### src/rtl/gcrd_pkg.sv
// Purpose: constants shared by the ground command relay decoder
// Assumes: 100 MHz clk, APB register access
// Notes: timing figures kept in their own units, cycle counts derived
`default_nettype none
package gcrd_pkg;
  localparam int unsigned CLK_MHZ = 100;
  localparam int unsigned MSG_BITS = 12;
  localparam int unsigned SUBBITS = 5;
  localparam int unsigned SR_STAGES = 24;
  localparam int unsigned RELAYS = 24;
  // figures in their own units
  localparam int unsigned RESP_MS = 100;
  localparam int unsigned COIL_US = 20;
  localparam int unsigned GAP_US = 1000;
  localparam int unsigned RESP_CYCLES = RESP_MS * 1000 * CLK_MHZ;
  localparam int unsigned COIL_CYCLES = COIL_US * CLK_MHZ;
  localparam int unsigned GAP_CYCLES = GAP_US * CLK_MHZ;
  // apb byte offsets
  localparam logic [7:0] OFS_CTRL = 8'h00;
  localparam logic [7:0] OFS_CODES = 8'h04;
  localparam logic [7:0] OFS_STATUS = 8'h08;
  localparam logic [7:0] OFS_RELAYS = 8'h0c;
  localparam logic [7:0] OFS_COUNTS = 8'h10;
  // ctrl and status fields
  localparam int unsigned CTRL_VADDR_LSB = 0;
  localparam int unsigned CTRL_SADDR_LSB = 3;
  localparam int unsigned CTRL_EN_BIT = 6;
  localparam int unsigned STAT_ERR_BIT = 7;
  // reset values
  localparam logic [31:0] CTRL_RST = 32'h0000_0045;
  localparam logic [19:0] CODES_RST = 20'h3c1e0;
  localparam logic [23:0] RELAY_RST = 24'h00_0000;
  // relays that wait for an execution command
  localparam logic [23:0] DEFERRED_MASK = 24'h1c_1ffd;
  localparam logic [4:0] CH_EXEC_A = 5'h0f;
  localparam logic [4:0] CH_EXEC_B = 5'h12;
  localparam logic [4:0] CH_PATH_SEL = 5'h10;
  localparam logic [4:0] CH_LAST = 5'h18;
  typedef enum logic [1:0]
  {
    GCRD_IDLE = 2'b00,
    GCRD_RX = 2'b01,
    GCRD_COIL = 2'b10,
    GCRD_WAIT = 2'b11
  } gcrd_state_t;
endpackage
`default_nettype wire

### src/rtl/gcrd_top.sv
// Purpose: ground command decoder driving 24 latching relays
// Assumes: sub-bit strobes and phases synchronous to clk, synchronous reset
// Notes: only the real-time system address is handled; others are dropped
//
// Chosen here: the register offsets and the APB interface to the registers.
`default_nettype none
module gcrd_top
  import gcrd_pkg::*;
#(
  parameter int unsigned RESP_CYC = gcrd_pkg::RESP_CYCLES,
  parameter int unsigned GAP_CYC = gcrd_pkg::GAP_CYCLES
)
(
  input wire logic clk, // 100 MHz clock
  input wire logic rst, // sync reset, active high
  input wire logic psel, // apb select
  input wire logic penable, // apb access phase
  input wire logic pwrite, // apb direction
  input wire logic [7:0] paddr, // apb byte address
  input wire logic [31:0] pwdata, // apb write data
  output logic [31:0] prdata, // apb read data
  output logic pready, // apb ready
  output logic pslverr, // apb error on unmapped
  input wire logic rx_ok_a, // receiver a delivers signal
  input wire logic rx_strobe_a, // receiver a sub-bit strobe
  input wire logic rx_ref_a, // receiver a reference phase
  input wire logic rx_info_a, // receiver a information phase
  input wire logic rx_ok_b, // receiver b delivers signal
  input wire logic rx_strobe_b, // receiver b sub-bit strobe
  input wire logic rx_ref_b, // receiver b reference phase
  input wire logic rx_info_b, // receiver b information phase
  input wire logic supply_ok, // supply voltages in tolerance
  input wire logic func_ack, // addressed function responded
  output logic [23:0] coil_sel, // one-hot coil drive
  output logic coil_polarity, // common coil polarity, 1 set
  output logic [23:0] relay_state, // latched relay contacts
  output logic [1:0] pulse_bus, // execute line, [0] primary
  output logic [23:0] armed_fire, // deferred functions firing
  output logic verify // verification pulse to telemetry
);
  import gcrd_pkg::*;

  ////////////////////////////////////////////////////////////////////////////////
  // receiver choice and sub-bit detection
  logic use_a;
  logic strobe;
  logic subbit;
  assign use_a = rx_ok_a;
  assign strobe = use_a ? rx_strobe_a : (rx_ok_b & rx_strobe_b);
  assign subbit = use_a ? ~(rx_info_a ^ rx_ref_a) : ~(rx_info_b ^ rx_ref_b);

  gcrd_state_t state_q;
  gcrd_state_t state_d;
  logic [31:0] ctrl_q;
  logic [19:0] codes_q;
  logic err_q;
  logic [15:0] acc_cnt_q;
  logic [15:0] err_cnt_q;
  logic [3:0] sub_sr_q;
  logic [2:0] sub_cnt_q;
  logic [23:0] msg_sr_q;
  logic [3:0] bit_cnt_q;
  logic addr_ok_q;
  logic [31:0] gap_cnt_q;
  logic [31:0] tmr_q;
  logic set_bit_q;
  logic [4:0] chan_q;
  logic [23:0] coil_q;
  logic pol_q;
  logic [23:0] relay_q;
  logic [1:0] pbus_q;
  logic [23:0] fire_q;
  logic verify_q;

  logic [4:0] code;
  logic [4:0] one_code;
  logic [4:0] zero_code;
  logic code_ok;
  logic bit_val;
  logic sync;
  logic [23:0] sr_next;
  logic gap_err;
  logic vaddr_bad;
  logic saddr_bad;
  logic cmd_ok;
  logic accept;
  logic timing_err;
  logic abort;

  assign code = {sub_sr_q, subbit};
  // header and message parts use different accepted codes
  assign one_code = addr_ok_q ? codes_q[14:10] : codes_q[4:0];
  assign zero_code = addr_ok_q ? codes_q[19:15] : codes_q[9:5];
  assign code_ok = (code == one_code) || (code == zero_code);
  assign bit_val = (code == one_code);
  // message start aligns the sub-bit counter; one sync per five strobes
  assign sync = strobe && (sub_cnt_q == 3'(SUBBITS - 1)) && (state_q == GCRD_RX);
  assign sr_next = {msg_sr_q[22:0], bit_val};
  assign gap_err = (state_q == GCRD_RX) && !strobe && (gap_cnt_q >= GAP_CYC - 1);
  assign vaddr_bad = sync && (bit_cnt_q == 4'd2) &&
    (sr_next[2:0] != ctrl_q[CTRL_VADDR_LSB +: 3]);
  assign saddr_bad = sync && (bit_cnt_q == 4'd5) &&
    (sr_next[2:0] != ctrl_q[CTRL_SADDR_LSB +: 3]);
  assign cmd_ok = (sr_next[5:1] != 5'h00) && (sr_next[5:1] <= CH_LAST);
  assign accept = sync && code_ok && (bit_cnt_q == 4'(MSG_BITS - 1)) && cmd_ok;
  assign timing_err = (sync && !code_ok) || gap_err;
  assign abort = !supply_ok || !ctrl_q[CTRL_EN_BIT];

  ////////////////////////////////////////////////////////////////////////////////
  // state machine
  always_comb
  begin
    state_d = state_q;
    case (state_q)
      GCRD_IDLE:
        if (strobe)
          state_d = GCRD_RX;
      GCRD_RX:
        if (timing_err || vaddr_bad || saddr_bad)
          state_d = GCRD_IDLE;
        else if (sync && bit_cnt_q == 4'(MSG_BITS - 1))
          state_d = cmd_ok ? GCRD_COIL : GCRD_IDLE;
      GCRD_COIL:
        if (tmr_q == 32'(COIL_CYCLES - 1))
          state_d = GCRD_WAIT;
      GCRD_WAIT:
        if (func_ack || tmr_q == RESP_CYC - 1)
          state_d = GCRD_IDLE;
      default:
        state_d = GCRD_IDLE;
    endcase
    if (abort)
      state_d = GCRD_IDLE;
  end

  always_ff @(posedge clk)
  begin
    if (rst)
      state_q <= GCRD_IDLE;
    else
      state_q <= state_d;
  end

  ////////////////////////////////////////////////////////////////////////////////
  // sub-bit buffer and counter
  always_ff @(posedge clk)
  begin
    if (rst)
    begin
      sub_sr_q <= 4'h0;
      sub_cnt_q <= 3'h0;
    end
    else if (state_q == GCRD_IDLE && !(strobe && !abort))
    begin
      sub_cnt_q <= 3'h0;
    end
    else if (strobe)
    begin
      sub_sr_q <= code[3:0];
      sub_cnt_q <= (sub_cnt_q == 3'(SUBBITS - 1)) ? 3'h0 : sub_cnt_q + 3'h1;
    end
  end

  always_ff @(posedge clk)
  begin
    if (rst || state_q != GCRD_RX || strobe)
      gap_cnt_q <= 32'h0;
    else
      gap_cnt_q <= gap_cnt_q + 32'h1;
  end

  ////////////////////////////////////////////////////////////////////////////////
  // message register, gated only by the sync pulse
  always_ff @(posedge clk)
  begin
    if (rst)
      msg_sr_q <= 24'h00_0000;
    else if (sync)
      msg_sr_q <= sr_next;
  end

  always_ff @(posedge clk)
  begin
    if (rst || state_q == GCRD_IDLE)
    begin
      bit_cnt_q <= 4'h0;
      addr_ok_q <= 1'b0;
    end
    else if (sync)
    begin
      bit_cnt_q <= bit_cnt_q + 4'h1;
      if (bit_cnt_q == 4'd2 && !vaddr_bad)
        addr_ok_q <= 1'b1;
    end
  end

  always_ff @(posedge clk)
  begin
    if (rst)
    begin
      set_bit_q <= 1'b0;
      chan_q <= 5'h00;
    end
    else if (accept)
    begin
      set_bit_q <= sr_next[0];
      chan_q <= sr_next[5:1];
    end
  end

  always_ff @(posedge clk)
  begin
    if (rst || state_q != state_d)
      tmr_q <= 32'h0;
    else
      tmr_q <= tmr_q + 32'h1;
  end

  ////////////////////////////////////////////////////////////////////////////////
  // coil drive, latching relays, pulse line
  always_ff @(posedge clk)
  begin
    if (rst)
    begin
      coil_q <= 24'h00_0000;
      pol_q <= 1'b0;
    end
    else if (state_d == GCRD_COIL)
    begin
      coil_q <= accept ? 24'h00_0001 << (sr_next[5:1] - 5'h01) : coil_q;
      pol_q <= accept ? sr_next[0] : pol_q;
    end
    else
    begin
      coil_q <= 24'h00_0000;
      pol_q <= 1'b0;
    end
  end

  always_ff @(posedge clk)
  begin
    if (rst)
      relay_q <= RELAY_RST;
    else if (accept && !abort)
      relay_q[sr_next[5:1] - 5'h01] <= sr_next[0];
  end

  always_ff @(posedge clk)
  begin
    if (rst || state_d != GCRD_COIL)
    begin
      pbus_q <= 2'b00;
      fire_q <= 24'h00_0000;
    end
    // decode from the arriving message: chan_q still holds the previous command here
    else if (accept && (sr_next[5:1] == CH_EXEC_A || sr_next[5:1] == CH_EXEC_B) && sr_next[0])
    begin
      // channel 16 contact picks the execute path
      pbus_q <= relay_q[CH_PATH_SEL - 5'h01] ? 2'b10 : 2'b01;
      fire_q <= relay_q & DEFERRED_MASK;
    end
  end

  always_ff @(posedge clk)
  begin
    if (rst)
      verify_q <= 1'b0;
    else
      verify_q <= (state_q == GCRD_COIL) && (state_d == GCRD_WAIT);
  end

  ////////////////////////////////////////////////////////////////////////////////
  // apb slave, one wait state
  logic acc;
  logic wr;
  logic mapped;
  assign acc = psel && penable && pready;
  assign wr = acc && pwrite;
  assign mapped = (paddr == OFS_CTRL) || (paddr == OFS_CODES) || (paddr == OFS_STATUS) ||
    (paddr == OFS_RELAYS) || (paddr == OFS_COUNTS);

  always_ff @(posedge clk)
  begin
    if (rst)
    begin
      pready <= 1'b0;
      prdata <= 32'h0;
      pslverr <= 1'b0;
    end
    else
    begin
      pready <= psel && penable && !pready;
      pslverr <= psel && penable && !pready && !mapped;
      prdata <= 32'h0;
      if (psel && penable && !pready && !pwrite)
      begin
        case (paddr)
          OFS_CTRL: prdata <= ctrl_q;
          OFS_CODES: prdata <= {12'h000, codes_q};
          OFS_STATUS: prdata <= {24'h00_0000, err_q, bit_cnt_q, addr_ok_q, state_q};
          OFS_RELAYS: prdata <= {8'h00, relay_q};
          OFS_COUNTS: prdata <= {err_cnt_q, acc_cnt_q};
          default: prdata <= 32'h0;
        endcase
      end
    end
  end

  always_ff @(posedge clk)
  begin
    if (rst)
    begin
      ctrl_q <= CTRL_RST;
      codes_q <= CODES_RST;
    end
    else if (wr && paddr == OFS_CTRL)
      ctrl_q <= {25'h0, pwdata[6:0]};
    else if (wr && paddr == OFS_CODES)
      codes_q <= pwdata[19:0];
  end

  // error flag: set wins over the write-one clear
  always_ff @(posedge clk)
  begin
    if (rst)
      err_q <= 1'b0;
    else if (state_q == GCRD_RX && timing_err)
      err_q <= 1'b1;
    else if (wr && paddr == OFS_STATUS && pwdata[STAT_ERR_BIT])
      err_q <= 1'b0;
  end

  always_ff @(posedge clk)
  begin
    if (rst)
    begin
      acc_cnt_q <= 16'h0;
      err_cnt_q <= 16'h0;
    end
    else
    begin
      if (accept && !abort)
        acc_cnt_q <= acc_cnt_q + 16'h1;
      if (state_q == GCRD_RX && timing_err)
        err_cnt_q <= err_cnt_q + 16'h1;
    end
  end

  assign coil_sel = coil_q;
  assign coil_polarity = pol_q;
  assign relay_state = relay_q;
  assign pulse_bus = pbus_q;
  assign armed_fire = fire_q;
  assign verify = verify_q;
endmodule // gcrd_top
`default_nettype wire

### config.mk
export PLATFORM = sky130hd
export DESIGN_NAME = gcrd_top
export DESIGN_NICKNAME = d
export VERILOG_FILES = /design/src/rtl/gcrd_pkg.sv /design/src/rtl/gcrd_top.sv
export SDC_FILE = /design/constraint.sdc
export NUM_CORES = 1
export LEC_CHECK = 0
export ABC_AREA = 1
export BUFFER_PORTS_ARGS = -buffer_cell sky130_fd_sc_hd__buf_2
export CORE_MARGIN = 3
export CORE_UTILIZATION = 30
export DETAILED_ROUTE_END_ITERATION = 6
export MAX_ROUTING_LAYER = met4
export PLACE_DENSITY = 0.43
export SETUP_SLACK_MARGIN = 0.1
export SLEW_MARGIN = 0
export SYNTH_ARGS = -nofsm -noshare
export SYNTH_HDL_FRONTEND = slang
export SYNTH_SLANG_ARGS = --single-unit
### constraint.sdc
create_clock -name clk -period 4.1 [get_ports clk]
set_input_delay 0.615 -clock clk [delete_from_list [all_inputs] [get_ports clk]]
set_output_delay 0.615 -clock clk [all_outputs]
set_load 0.01 [all_outputs]
==> run metrics <==
CP arrival=3440 ps; Simple-Gate Fraction of Synth Area=29.5%; Final setup viols=0; async set or reset register ratio after synthesis=0%; largest family of logic cells by synthesized area=simple AND/OR/NAND/NOR gates; clk_lat worst skew=570 ps; max cap viols=0; detailed placement HPWL=25.5 mm; Hold Path Class=in -> reg; post-DR vias/cell=4.73; top_reg_cell synth=dfxtp_1; vias in the first global route=9,701; top-count cell post-synth=nand2_1; post-CTS sizing=0; Layout area overhead=19.7%; Post-DRT Antenna Nets=0; number of iterations in the first detailed-routing pass=7; CP Capture Type=flip-flop; actual slew at the worst max-slew pin=749 ps; fmax=0.335 GHz; Row Count=70; Root Buffer=clkbuf_16; clk slew on worst S/H paths=60 ps; Die ar.=39,600 um^2; CTS Buffer Depth=3; CTS buffer count=30; final setup TNS=0 ps; Yosys top cell by area=dfxtp_1; starting DRC count in detailed routing=670; nets=1,766; Hold-fix buffers, CTS=0; P per Cell Area=407 nW/um^2; layout cells sized above 1=14.6%; # IOs=165; crit path time final=2990 ps; Clock Power Share=53.2%; total power=0.00544 W; WS Path Type=reg -> reg; critical path required time=4560 ps; max_slew headroom=50.0%; Routed Wire Length=34.4 mm; post-synth cell types=48; Post-synth EDFFs=0; Int Power=0.00424 W; Final Cell Area=13,400 um^2; Flop pwr share=43.8%; clock skew=11.3 ps; CTS sink cnt=244; Synth top cells by count=nand2_1, dfxtp_1, nor2_1, inv_1, a21oi_1; Post-Syn Area=11,200 um^2; Hold Fails Final Rpt=0; outcome=complete, no violations; post-synthesis mux area share=0%; RSZ-0062 raised after global routing=false; Post-CTS Setup Repair Bufs=0; via count=10,400; Slew Limit Fails=0; Critical Path Fanout Max=26; peak supply drop=0.000280 V; Compound-Gate Fraction of Synth Area=12.8%; remaining global-route overflow=0; die width=199 um; pin count of the biggest net entering global routing=62; CTS tree=yes; Logic pwr share=3.0%; Post-Synthesis Cells=1,560; crit start category=flip-flop; initial core utilization=30.5%; core area=36,700 um^2; number of remaining DRC errors=0; Synth top area share=43.7%; # H-tree levels=1; WL per Instance=15.7 um; Seq/Total Area, Yosys=43.7%; hold slack=271 ps; Area contributors post-synth=dfxtp_1, nand2_1, nor2_1, inv_1, a21oi_1; dpl cell area=12,300 um^2; initial antenna violation count=1; sw frac=22.1%; syn avg cell area=7.17 um^2; Yosys warning count=0; Leak=5.46 nW; FF+latch count, synth=244; Tcrit/Tclk final=72.8%; Synth Area in Adders=1.01%; XOR/XNOR Fraction of Synth Area=3.21%; Inserted Diodes=0; first-pass GRT wire length=53.2 mm; Die Y=199 um; I/O Buffers=143; RD Place Congestion=0.854; total track usage=17.4%; Psw=0.00120 W
-- area by class of cell --
class / instances / area [um^2]
clock buffers: 39 / 835
clock inverters: 17 / 259
repair buffers: 159 / 836
flip-flops and latches: 244 / 4880
multi-input cells: 1068 / 5240
fillers: 3935 / 23300
well taps: 468 / 586
inverters: 199 / 751
-- cell families after synthesis --
family | after synthesis
other | 1
buffers and inverters | 256
XOR/XNOR | 41
adder cells (fa/ha/maj) | 9
AO/OA/AOI/OAI | 258
AND/OR/NAND/NOR | 751
flip-flops | 244
-- power groups by stage --
stage	clock [W]	sequential [W]	combinational, W
after detailed placement	0	0.00244	0.000167
after CTS	0.00298	0.00238	0.000168
after floorplan	0	0.00243	0.000108
after global routing	0.00307	0.00238	0.000187
final	0.00290	0.00238	0.000165
after global placement	0	0.00244	0.000167
-- worst max-delay path, stage by stage (launching register included) --
cell and delay, ps:
dfxtp_1 310, buf_4 180, inv_2 220, nand2_1 120, nand3_1 80, nand2_1 50
nor2_1 150, nand3_1 220, nand2_2 160, nand3_4 100, buf_4 260, nor2_8 350
nand2_2 150, nor2_4 170, nand2_2 80, o21ai_0 160, a21oi_1 50
-- registers in the layout, indices dropped and copies added (netlist names), 5 cells and up --
signal and flops:
err_cnt_q 16, ctrl_q 7, prdata 32, tmr_q 32
coil_sel 24, acc_cnt_q 16, armed_fire 15, codes_q 20
gap_cnt_q 32, relay_state 24, msg_sr_q 5
-- per-stage QoR --
stage,util [%],cells,worst slack (ps)
2_1_floorplan,-,1568,1790
3_3_place_gp,33.5,2138,725
3_5_place_dp,33.5,2138,729
4_1_cts,36.5,2194,1140
5_1_grt,36.5,2194,864
6_report,36.5,2194,1110
-- metal layers --
layer / track usage, % / up-vias / share of wire [%]
met5: - / - / 0
met4: 3.96 / 0 / 2.2
met3: 2.43 / 58 / 4.8
met2: 26.7 / 235 / 44
met1: 24.5 / 4742 / 49
li1: - / 5346 / -
-- cells in the final DEF (no fill, tap or decap), types with 5 or more instances in the layout --
cell type,instances
nand2_2,8
o22ai_1,5
nor3_1,57
nor3b_1,10
o211ai_1,7
clkinv_2,7
nand3_1,87
dfxtp_1,244
conb_1,9
buf_2,143
ha_1,9
a211oi_1,14
a221oi_1,9
nor2_1,196
clkbuf_16,30
a21oi_1,121
nor2_2,10
xor2_1,30
buf_4,16
xnor2_1,11
nand4_1,17
nand2_1,329
a31oi_1,13
o21ai_0,77
inv_1,193
bufinv_16,6
nor4_1,15
clkbuf_8,5
-- final timing paths --
path	start	end	slack, ps	depth (start not counted)
worst min register to register	gap_cnt_q[0]	gap_cnt_q[0]	450	1
worst min-delay path	pwdata[11]	codes_q[11]	270	3
worst max-delay path	addr_ok_q	acc_cnt_q[11]	1110	16
worst max register to register	addr_ok_q	acc_cnt_q[11]	1110	16
Note: power is estimated with default switching activity, not from simulation.
